### src/srw_regs.vh
// Register offsets, field positions, reset values and timing counts
`ifndef SRW_REGS_VH
`define SRW_REGS_VH
`define SRW_PORTCFG_ADDR   12'h000
`define SRW_STOPCFG_ADDR   12'h02c
`define SRW_WDMODE_ADDR    12'h03c
`define SRW_STAT_ADDR      12'h040
`define SRW_PORTCFG_IDX    8'h00
`define SRW_STOPCFG_IDX    8'h0b
`define SRW_WDMODE_IDX     8'h0f
`define SRW_STOP_DIV16     0
`define SRW_STOP_DIV1      1
`define SRW_STOP_SRC_LO    2
`define SRW_STOP_DELAY     5
`define SRW_STOP_LEVEL     6
`define SRW_STOP_FLAG      7
`define SRW_PORT_CMP       0
`define SRW_WD_TAP_LO      0
`define SRW_WD_HALT        2
`define SRW_WD_STOP        3
`define SRW_WD_XTAL        4
`define SRW_STOPCFG_RESET  8'h00
`define SRW_PORTCFG_RESET  8'h00
`define SRW_WDMODE_RESET   8'h01
`define SRW_STARTUP_CYC    16'd1024
`define SRW_TAP0_CYC       16'd512
`define SRW_TAP1_CYC       16'd1024
`define SRW_TAP2_CYC       16'd2048
`define SRW_TAP3_CYC       16'd8192
`endif

### src/srw_clkdiv.v
// System clock enable divider: /1, /2, optional further /16
`timescale 1ns/100ps
`default_nettype none
module srw_clkdiv (
  // Clock and reset
  input  wire       pclk,
  input  wire       presetn,
  input  wire       ce,
  // Control
  input  wire       div1,
  input  wire       div16,
  // Enable out
  output wire       sys_en
);
  reg        half_r;
  reg  [3:0] cnt16_r;
  wire       base_en;

  assign base_en = div1 | half_r;
  assign sys_en  = base_en & (~div16 | (cnt16_r == 4'hf));

  always @(posedge pclk or negedge presetn) begin
    if (!presetn) begin
      half_r  <= 1'b0;
      cnt16_r <= 4'h0;
    end else if (ce) begin
      half_r <= ~half_r;
      if (base_en)
        cnt16_r <= cnt16_r + 4'h1;
    end
  end
endmodule
`default_nettype wire

### src/srw_ctrl.v
// Stop recovery, clock divide, watchdog config and comparator output control
`include "srw_regs.vh"
`timescale 1ns/100ps
`default_nettype none
// Contract
// - Stop-recovery register is write-only except bit 7, a read-only stop flag.
// - Clock-divide bit 1 halves system and timer clocks; 1 runs full rate.
// - Three-bit source field and level bit choose the stop wake condition.
// - Stop-delay bit 5 adds the start-up delay when leaving stop.
// - Watchdog mode register write-only, with halt and stop run enables.
// - Two-bit tap sets timeout: 512/1024/2048/8192 crystal periods; default 01.
// - Watchdog clock select: 0 internal RC by default, 1 crystal.
// - Comparator bit routes comparator results to two port-3 pins.
module srw_ctrl #(
  parameter STARTUP_CYC = `SRW_STARTUP_CYC
) (
  // APB
  input  wire        pclk,
  input  wire        presetn,
  input  wire        ce,
  input  wire        psel,
  input  wire        penable,
  input  wire        pwrite,
  input  wire [11:0] paddr,
  input  wire [31:0] pwdata,
  input  wire [3:0]  pstrb,
  output wire        pready,
  output reg  [31:0] prdata,
  output wire        pslverr,
  // Core power state
  input  wire        stop_req,
  input  wire        halt_mode,
  output reg         stopped,
  output reg         wake_pulse,
  output reg         startup_busy,
  // Pins
  input  wire [7:0]  port2_in,
  input  wire [2:0]  port3_in,
  input  wire [1:0]  cmp_result,
  input  wire [1:0]  port3_out_data,
  output reg  [1:0]  port3_out,
  // Clocks and watchdog config
  output wire        sys_clk_en,
  output wire        timer_clk_en,
  output reg         watchdog_run,
  output reg         watchdog_xtal_sel,
  output reg  [1:0]  watchdog_tap,
  output reg  [15:0] watchdog_cycles
);
  // Register images
  reg  [7:0]  stopcfg_r;
  reg  [7:0]  portcfg_r;
  reg  [7:0]  wdmode_r;
  reg         flag_r;
  // Stop and start-up sequencing, plus the read data mux
  reg  [15:0] dly_r;
  reg         wake_raw;
  reg         wake_cond;
  reg  [31:0] rdata_nxt;
  // Synchronised pins
  wire [7:0]  p2_s;
  wire [2:0]  p3_s;
  // Bus decode
  wire        acc;
  wire        wr;
  wire        rd;
  wire        hit_port;
  wire        hit_stop;
  wire        hit_wd;
  wire        hit_stat;
  wire        mapped;
  wire        wr_port;
  wire        wr_stop;
  wire        wr_wd;
  // Clock divider and wake decode
  wire        sys_en;
  wire        div1_en;
  wire        div16_en;
  wire [2:0]  src;
  wire        level;
  wire        stop_enter;
  wire        stop_leave;
  wire        dly_done;

  // Timeout length in crystal periods for each tap code
  function [15:0] tap_cycles;
    input [1:0] t;
    begin
      case (t)
        2'b00:   tap_cycles = `SRW_TAP0_CYC;
        2'b01:   tap_cycles = `SRW_TAP1_CYC;
        2'b10:   tap_cycles = `SRW_TAP2_CYC;
        default: tap_cycles = `SRW_TAP3_CYC;
      endcase
    end
  endfunction

  // One register word matched against the bus address
  function addr_hit;
    input [11:0] a;
    input [11:0] b;
    begin
      addr_hit = (a == b);
    end
  endfunction

  // Pins come from outside the clock domain
  srw_sync #(.W(8)) u_sync2 (
    .pclk    (pclk),
    .presetn (presetn),
    .ce      (ce),
    .din     (port2_in),
    .dout    (p2_s)
  );
  srw_sync #(.W(3)) u_sync3 (
    .pclk    (pclk),
    .presetn (presetn),
    .ce      (ce),
    .din     (port3_in),
    .dout    (p3_s)
  );

  // Divider runs from the stored divide bits
  assign div1_en  = stopcfg_r[`SRW_STOP_DIV1];
  assign div16_en = stopcfg_r[`SRW_STOP_DIV16];
  srw_clkdiv u_div (
    .pclk    (pclk),
    .presetn (presetn),
    .ce      (ce),
    .div1    (div1_en),
    .div16   (div16_en),
    .sys_en  (sys_en)
  );
  // A frozen block issues no enables; also gated while stopped or delaying
  assign sys_clk_en   = ce & sys_en & ~stopped & ~startup_busy;
  assign timer_clk_en = sys_clk_en;

  // Zero-wait slave; unmapped addresses answer with error
  assign pready   = 1'b1;
  assign acc      = psel & penable;
  assign hit_port = addr_hit(paddr, `SRW_PORTCFG_ADDR);
  assign hit_stop = addr_hit(paddr, `SRW_STOPCFG_ADDR);
  assign hit_wd   = addr_hit(paddr, `SRW_WDMODE_ADDR);
  assign hit_stat = addr_hit(paddr, `SRW_STAT_ADDR);
  assign mapped   = hit_port | hit_stop | hit_wd | hit_stat;
  assign pslverr  = acc & ~mapped;
  // Writes need byte lane 0; reads capture data in the setup cycle
  assign wr       = acc & pwrite & ce & pstrb[0];
  assign rd       = psel & ~penable & ~pwrite & ce;
  assign wr_port  = wr & hit_port;
  assign wr_stop  = wr & hit_stop;
  assign wr_wd    = wr & hit_wd;

  // Only the stop flag and status are readable; write-only bits read zero
  always @* begin
    rdata_nxt = 32'h0000_0000;
    if (hit_stop)
      rdata_nxt[`SRW_STOP_FLAG] = flag_r;
    else if (hit_stat)
      rdata_nxt[2:0] = {startup_busy, stopped, flag_r};
  end

  // Read data captured in setup so it stands through the access phase
  always @(posedge pclk or negedge presetn) begin
    if (!presetn)
      prdata <= 32'h0000_0000;
    else if (rd)
      prdata <= rdata_nxt;
  end

  // Wake source select; pins arrive already synchronised
  assign src   = stopcfg_r[`SRW_STOP_SRC_LO +: 3];
  assign level = stopcfg_r[`SRW_STOP_LEVEL];
  always @* begin
    wake_raw  = 1'b0;
    wake_cond = 1'b0;
    case (src)
      3'b010:  wake_raw = p3_s[0];
      3'b011:  wake_raw = p3_s[1];
      3'b100:  wake_raw = p3_s[2];
      3'b101:  wake_raw = p2_s[7];
      3'b110:  wake_raw = ~|p2_s[3:0];
      3'b111:  wake_raw = ~|p2_s;
      default: wake_raw = 1'b0;
    endcase
    // Power-on-only codes never wake; the rest compare with the level bit
    if (src > 3'b001)
      wake_cond = (wake_raw == level);
  end

  // Stop requests are taken only while running; wakes only while stopped
  assign stop_enter = ~stopped & stop_req;
  assign stop_leave = stopped & wake_cond;
  assign dly_done   = (dly_r <= 16'h0001);

  // Stop-recovery register; bit 7 is never stored from the bus
  always @(posedge pclk or negedge presetn) begin
    if (!presetn)
      stopcfg_r <= `SRW_STOPCFG_RESET;
    else if (ce) begin
      if (wr_stop)
        stopcfg_r <= {1'b0, pwdata[6:0]};
      // Recovery falls back to the halved clock
      if (stop_leave)
        stopcfg_r[`SRW_STOP_DIV1] <= 1'b0;
    end
  end

  // Port configuration: only the comparator routing bit is used here
  always @(posedge pclk or negedge presetn) begin
    if (!presetn)
      portcfg_r <= `SRW_PORTCFG_RESET;
    else if (ce && wr_port)
      portcfg_r <= pwdata[7:0];
  end

  // Watchdog mode: tap, halt and stop run enables, clock source
  always @(posedge pclk or negedge presetn) begin
    if (!presetn)
      wdmode_r <= `SRW_WDMODE_RESET;
    else if (ce && wr_wd)
      wdmode_r <= pwdata[7:0];
  end

  // Stop flag: cleared only by reset, set by every recovery
  always @(posedge pclk or negedge presetn) begin
    if (!presetn)
      flag_r <= 1'b0;
    else if (ce && stop_leave)
      flag_r <= 1'b1;
  end

  // Stop state and one-cycle wake pulse
  always @(posedge pclk or negedge presetn) begin
    if (!presetn) begin
      stopped    <= 1'b0;
      wake_pulse <= 1'b0;
    end else if (ce) begin
      wake_pulse <= 1'b0;
      if (stop_enter)
        stopped <= 1'b1;
      else if (stop_leave) begin
        stopped    <= 1'b0;
        wake_pulse <= 1'b1;
      end
    end
  end

  // Start-up delay counts down after a recovery with the delay bit set
  always @(posedge pclk or negedge presetn) begin
    if (!presetn) begin
      startup_busy <= 1'b0;
      dly_r        <= 16'h0000;
    end else if (ce) begin
      if (stop_leave && stopcfg_r[`SRW_STOP_DELAY]) begin
        startup_busy <= 1'b1;
        dly_r        <= STARTUP_CYC[15:0];
      end else if (startup_busy) begin
        if (dly_done)
          startup_busy <= 1'b0;
        dly_r <= dly_r - 16'h0001;
      end
    end
  end

  // Port 3 outputs: standard data or the comparator results
  always @(posedge pclk or negedge presetn) begin
    if (!presetn)
      port3_out <= 2'b00;
    else if (ce)
      port3_out <= portcfg_r[`SRW_PORT_CMP] ? cmp_result : port3_out_data;
  end

  // Watchdog keeps counting in halt or stop only when enabled for it
  always @(posedge pclk or negedge presetn) begin
    if (!presetn)
      watchdog_run <= 1'b0;
    else if (ce) begin
      if (stopped)
        watchdog_run <= wdmode_r[`SRW_WD_STOP];
      else if (halt_mode)
        watchdog_run <= wdmode_r[`SRW_WD_HALT];
      else
        watchdog_run <= 1'b1;
    end
  end

  // Timeout config only; the counter itself lives outside this block
  always @(posedge pclk or negedge presetn) begin
    if (!presetn) begin
      watchdog_xtal_sel <= 1'b0;
      watchdog_tap      <= 2'b01;
      watchdog_cycles   <= `SRW_TAP1_CYC;
    end else if (ce) begin
      watchdog_xtal_sel <= wdmode_r[`SRW_WD_XTAL];
      watchdog_tap      <= wdmode_r[`SRW_WD_TAP_LO +: 2];
      watchdog_cycles   <= tap_cycles(wdmode_r[`SRW_WD_TAP_LO +: 2]);
    end
  end
endmodule
`default_nettype wire

### src/srw_sync.v
// Three-stage input synchroniser, change accepted when stages two and three agree
`timescale 1ns/100ps
`default_nettype none
module srw_sync #(
  parameter W = 8
) (
  // Clock and reset
  input  wire         pclk,
  input  wire         presetn,
  input  wire         ce,
  // Data
  input  wire [W-1:0] din,
  output reg  [W-1:0] dout
);
  reg [W-1:0] s1_r;
  reg [W-1:0] s2_r;
  reg [W-1:0] s3_r;
  integer i;

  always @(posedge pclk or negedge presetn) begin
    if (!presetn) begin
      s1_r <= {W{1'b0}};
      s2_r <= {W{1'b0}};
      s3_r <= {W{1'b0}};
      dout <= {W{1'b0}};
    end else if (ce) begin
      s1_r <= din;
      s2_r <= s1_r;
      s3_r <= s2_r;
      for (i = 0; i < W; i = i + 1)
        if (s2_r[i] == s3_r[i])
          dout[i] <= s3_r[i];
    end
  end
endmodule
`default_nettype wire

### config.mk
export PLATFORM = sky130hd
export DESIGN_NAME = srw_ctrl
export DESIGN_NICKNAME = d
export VERILOG_FILES = /design/src/srw_clkdiv.v /design/src/srw_ctrl.v /design/src/srw_sync.v
export VERILOG_INCLUDE_DIRS = /design/src /design/src/src
export SDC_FILE = /design/constraint.sdc
export NUM_CORES = 1
export LEC_CHECK = 0
export ABC_AREA = 1
export ABC_CLOCK_PERIOD_IN_PS = 3900
export BUFFER_PORTS_ARGS = -buffer_cell sky130_fd_sc_hd__buf_2
export CAP_MARGIN = 20
export CORE_ASPECT_RATIO = 2
export CORE_UTILIZATION = 50
export CTS_BUF_LIST = sky130_fd_sc_hd__clkbuf_8
export CTS_CLUSTER_DIAMETER = 40
export DETAILED_ROUTE_END_ITERATION = 6
export GPL_TIMING_DRIVEN = 0
export PLACE_DENSITY = 0.77
export SKIP_CTS_REPAIR_TIMING = 1
export SLEW_MARGIN = 20
export SYNTH_ARGS = -nofsm -noshare
export SYNTH_HDL_FRONTEND = slang
export SYNTH_SLANG_ARGS = --single-unit
### constraint.sdc
create_clock -name pclk -period 3.9 [get_ports pclk]
set_input_delay 0.78 -clock pclk [delete_from_list [all_inputs] [get_ports pclk]]
set_output_delay 0.78 -clock pclk [all_outputs]
set_load 0.02 [all_outputs]
* Yosys cells after proc, flatten, opt, wreduce, memory -nomap -nowiden *
Cells that the tools add are included.

word-level totals
  bits in latches = 0
  memories kept = 0
  RAM bits = 0
  bits of input ports = 71
  bits in read-only memories = 0
  output and inout port bits = 61
  flip-flop bits (word level) = 108
  word-level logic and storage cells = 140

operators by class
  bitwise logic cells = 29
  multipliers = 0
  $lt $le $gt $ge = 2
  reductions and logical operators = 29
  equality and inequality tests = 24
  shift-type cells = 0
  muxes and demuxes = 20
  div/mod/pow operators = 0
  $add $sub $neg = 2

operator list
  kind                                                              count
  case mux 14 bit (3 select lines)                                  1
  two-way mux 16 bit                                                2
  AND reduction 2 bit                                               16
  equality test 12 x 6 -> 1 bit (second input constant)             2
  bitwise AND 1 bit                                                 17
  less-or-equal comparator 16 x 1 -> 1 bit (second input constant)  1
  subtractor 16 x 1 -> 16 bit (second input constant)               1
  equality test 1 bit                                               12
  equality test 12 x 7 -> 1 bit (second input constant)             1
  equality test 3 bit (second input constant)                       4
  logical NOT 12 bit                                                1
  two-way mux 1 bit                                                 12
  OR reduction 8 bit                                                1
  NOT 1 bit                                                         7
  equality test 3 x 2 -> 1 bit (second input constant)              2
  two-way mux 3 bit                                                 2
  case mux 1 bit (6 select lines)                                   1
  nonzero test 2 bit                                                3
  bitwise OR 1 bit                                                  5
  adder 4 x 1 -> 4 bit (second input constant)                      1
  equality test 4 bit (second input constant)                       1
  logical AND 1 bit                                                 4
  two-way mux 2 bit                                                 2
  OR reduction 4 bit                                                1
  5 further kinds                                                   6

* Longest topological paths before layout *
  depth in word-level cells = 9
  mapped depth = 14
  mapped depth without buffers = 13

* Cells and area by module *
A second synthesis with hierarchy kept.

second synthesis, totals
  cell total of the unflattened synthesis = 612
  area total of the unflattened synthesis = 4999.8 µm²

by module, submodules not included
  module              instances  area each (µm²)  cells each  seq. area each (µm²)
  srw_ctrl            1          2830.2           356         1179.9
  srw_sync (u_sync2)  1          1392.6           167         800.8
  srw_sync (u_sync3)  1          525.5            62          300.3
  srw_clkdiv          1          251.5            27          125.1

* Least setup slack after synthesis *
OpenSTA, ideal clock, no wires.

  kind = input-to-output
  from = in ce
  to = out timer_clk_en
  required time = 3120 ps
  path slack = 1252 ps
  arrival time = 1868 ps
  path buffers = 1
  stages on the path = 5
  cell sequence = inv_2 > nor2_1 > nand2_1 > a211oi_1 > buf_4

on the way
  longest elaborated chain between the ends = 3

ends and longest elaborated chain
  what                            RTL line        text
  from (decl)                     srw_ctrl.v:20   input wire ce,
  bitwise AND 1 bit (3 in a row)  srw_ctrl.v:135  assign sys_clk_en = ce & sys_en & ~stopped & ~startup_busy;
  to (decl)                       srw_ctrl.v:44   output wire timer_clk_en,

No other way between the ends.

* Worst setup path after layout *
Same ends and word-level chain as after synthesis.

==> flow_metrics.env <==
export IMPL_status="complete, but fails checks"
export IMPL_violations="design-rule violations"
export IMPL_timing_final_crit_share_pct=70.6
export IMPL_power_density_nw_per_um2=489
export IMPL_worstPathArrival_ns=1.97
export IMPL_synth_warnings=0
export IMPL_fmax_ghz=0.363
export IMPL_slew_violations=0
export IMPL_rows=50
export IMPL_drc=8
export IMPL_coreArea_sq_um=9320
export IMPL_antenna_found_initial=0
export IMPL_finalHoldViolCount=0
export IMPL_end_kind="output pin"
export IMPL_grt_pass1_wl_um=17400
export IMPL_yosysUniqueCellTypes=45
export IMPL_via_count=3788
export IMPL_synthTopCellsByArea="dfrtp_1 49%, nand2_1 10%, buf_4 6.7%, o21ai_0 6.2%, inv_1 4.0%"
export IMPL_pin_count=132
export IMPL_cap_violations=0
export IMPL_insertion_delay_ns=0.36
export IMPL_grt_max_degree=65
export IMPL_overflow=0
export IMPL_synth_edf_count=0
export IMPL_grt_pass1_vias=3803
export IMPL_timing_rr_start="dly_r[0]"
export IMPL_numCtsBuffers=9
export IMPL_gp_congestion=0.856
export IMPL_yosysTopAreaCellShare_pct=48.5
export IMPL_cts_htree_levels=3
export IMPL_dieArea_sq_um=10000
export IMPL_slew_headroom_pct=62.1
export IMPL_start_util_pct=51.4
export IMPL_drt_iter0_markers=344
export IMPL_cts_buffer_depth=2
export IMPL_port_buffers=62
export IMPL_routedWlPerCell_um=13.6
export IMPL_layout_drive_gt1_share_pct=27.0
export IMPL_cts_tree="done"
export IMPL_path_clk_slew_ns=0.09
export IMPL_cts_sinks=96
export IMPL_ys_flop_type="dfrtp_1"
export IMPL_startpoint="ce"
export IMPL_worst_slew_pin_slew_ns=0.569
export IMPL_grt_use_total_pct=22.5
export IMPL_drt_wl_total_um=10500
export IMPL_syn_area_sq_um=4790
export IMPL_max_vdd_ir_drop_v=0.000332
export IMPL_required_ns=3.12
export IMPL_critPathKind="in2out"
export IMPL_avgSynthCellArea_sq_um=8.73
export IMPL_yosysSeqAreaShare_pct=50.2
export IMPL_postRouteAntennaNets=0
export IMPL_synthCells=549
export IMPL_async_reset_ff_share_pct=100
export IMPL_synth_seq_cells=96
export IMPL_period_needed_ns=2.75
export IMPL_hold_path_class="in2async"
export IMPL_dr_pass1_iters=7
export IMPL_dpl_hpwl_um=8160
export IMPL_antenna_cells=0
export IMPL_clockRootBuffer="clkbuf_8"
export IMPL_fin_skew_ns=0.00752
export IMPL_dp_cells=755
export IMPL_power_leakage_nw=3.04
export IMPL_start_kind="primary input"
export IMPL_crit_fanout=9
export IMPL_viasPerCell=4.91
export IMPL_synth_largest_area_cell="dfrtp_1"
export IMPL_tns_ns=0
export IMPL_fin_nets=736
export IMPL_die_x_um=71.2
export IMPL_area_growth_pct=17.5
export IMPL_fp_dieH_um=140
export IMPL_finalSetupViolCount=0
export IMPL_final_cells=771
export IMPL_rsz0062_at_grt="no"
[critical path: stages]
cell	delay, ns
buf_2	0.19
inv_2	0.12
nor2_1	0.18
nand2_1	0.10
a211oi_1	0.27
buf_4	0.17
buf_2	0.15
[cell usage after synthesis (all sizes together) (2+ instances only)]
cell    count
a211oi      2
a21oi       2
buf        50
clkbuf      5
conb        2
dfrtp      93
dfstp       3
ha          3
inv        54
mux2        3
nand2     154
nand3      29
nand3b      2
nand4       6
nor2       43
nor3        4
nor4        2
o21ai      60
o31ai       5
or2         4
xnor2       4
xor2       13
[cells by family after synthesis]
logic type,after synthesis,synth area share [%]
muxes,3,0.705
adders and majority gates,3,0.783
other,2,0.157
and+or+nand+nor,245,23.9
xor gates and xnor gates,17,3.11
buffers and inverters,109,12.4
DFF,96,50.2
AOI/OAI and AO/OA,74,8.69
[worst paths after layout]
check,to,slack (ns),cells after the start
max in group asynchronous,u_sync2.dout[6],2.99,2
setup reg to reg,dly_r[14],2.03,10
setup / recovery,timer_clk_en,1.15,7
hold reg to reg,u_div.half_r,0.48,1
min in group pclk,u_div.half_r,0.48,1
hold / removal,dly_r[3],0.29,1
[report_power, final]
part / total (W) / internal [W] / switching (W)
Clock: 0.000710 / 0.000362 / 0.000348
Combinational: 0.000733 / 0.000298 / 0.000435
Sequential: 0.00131 / 0.00116 / 0.000150
Total: 0.00276 / 0.00182 / 0.000933
[metal layers]
metal  global-route usage (%)  vias to the layer above  wire [um]
met5                        0                        -          0
met1                     23.5                     1815       3840
met2                     42.3                       73       6070
met4                     10.3                        0        220
met3                     3.81                       13        339
li1                         -                     1887          -
[registers in the layout, indices dropped and copies added, names as in the netlist, 2 cells and up]
register         count
watchdog_cycles      4
prdata               4
u_sync3.s1_r         3
u_sync2.dout         8
u_div.cnt16_r        4
u_sync3.s3_r         3
u_sync3.dout         3
u_sync2.s2_r         8
stopcfg_r            7
u_sync2.s3_r         8
wdmode_r             5
watchdog_tap         2
u_sync3.s2_r         3
u_sync2.s1_r         8
port3_out            2
dly_r               16
[through the flow]
stage / hold WS, ns / utilization [%] / total power, W / instance area (sq um) / worst slack [ns]
3_3_place_gp: 0.453 / 57.7 / 0.00202 / 5380 / 1.19
3_5_place_dp: 0.463 / 58.1 / 0.00206 / 5420 / 1.17
6_report: 0.294 / 60.4 / 0.00276 / 5630 / 1.15
2_1_floorplan: 0.439 / - / 0.00187 / 4940 / 1.25
4_1_cts: 0.293 / 60.4 / 0.00277 / 5630 / 1.17
5_1_grt: 0.297 / 60.4 / 0.00292 / 5630 / 1.03
[area by class of cell]
cell class | count | area, sq um
multi-input cells | 383 | 1940
fillers | 841 | 3690
flip-flops and latches | 96 | 2410
inverters | 54 | 205
clock buffers | 9 | 124
clock inverters | 7 | 95.1
plain buffers | 55 | 392
well taps | 104 | 130
repair buffers | 63 | 344
[cell usage in the layout, fill, tap and decap left out, types with 4 or more instances in the layout]
master,instances
nand2_1,132
dfrtp_1,93
buf_2,65
o21ai_0,59
inv_1,51
buf_4,43
conb_1,41
nor2_1,39
nand2_2,22
nand3_1,19
xor2_1,13
nand3_2,10
clkbuf_8,9
clkbuf_1,5
o31ai_1,5
nand4_1,4
xnor2_1,4
(Power assumes the default switching activity.)
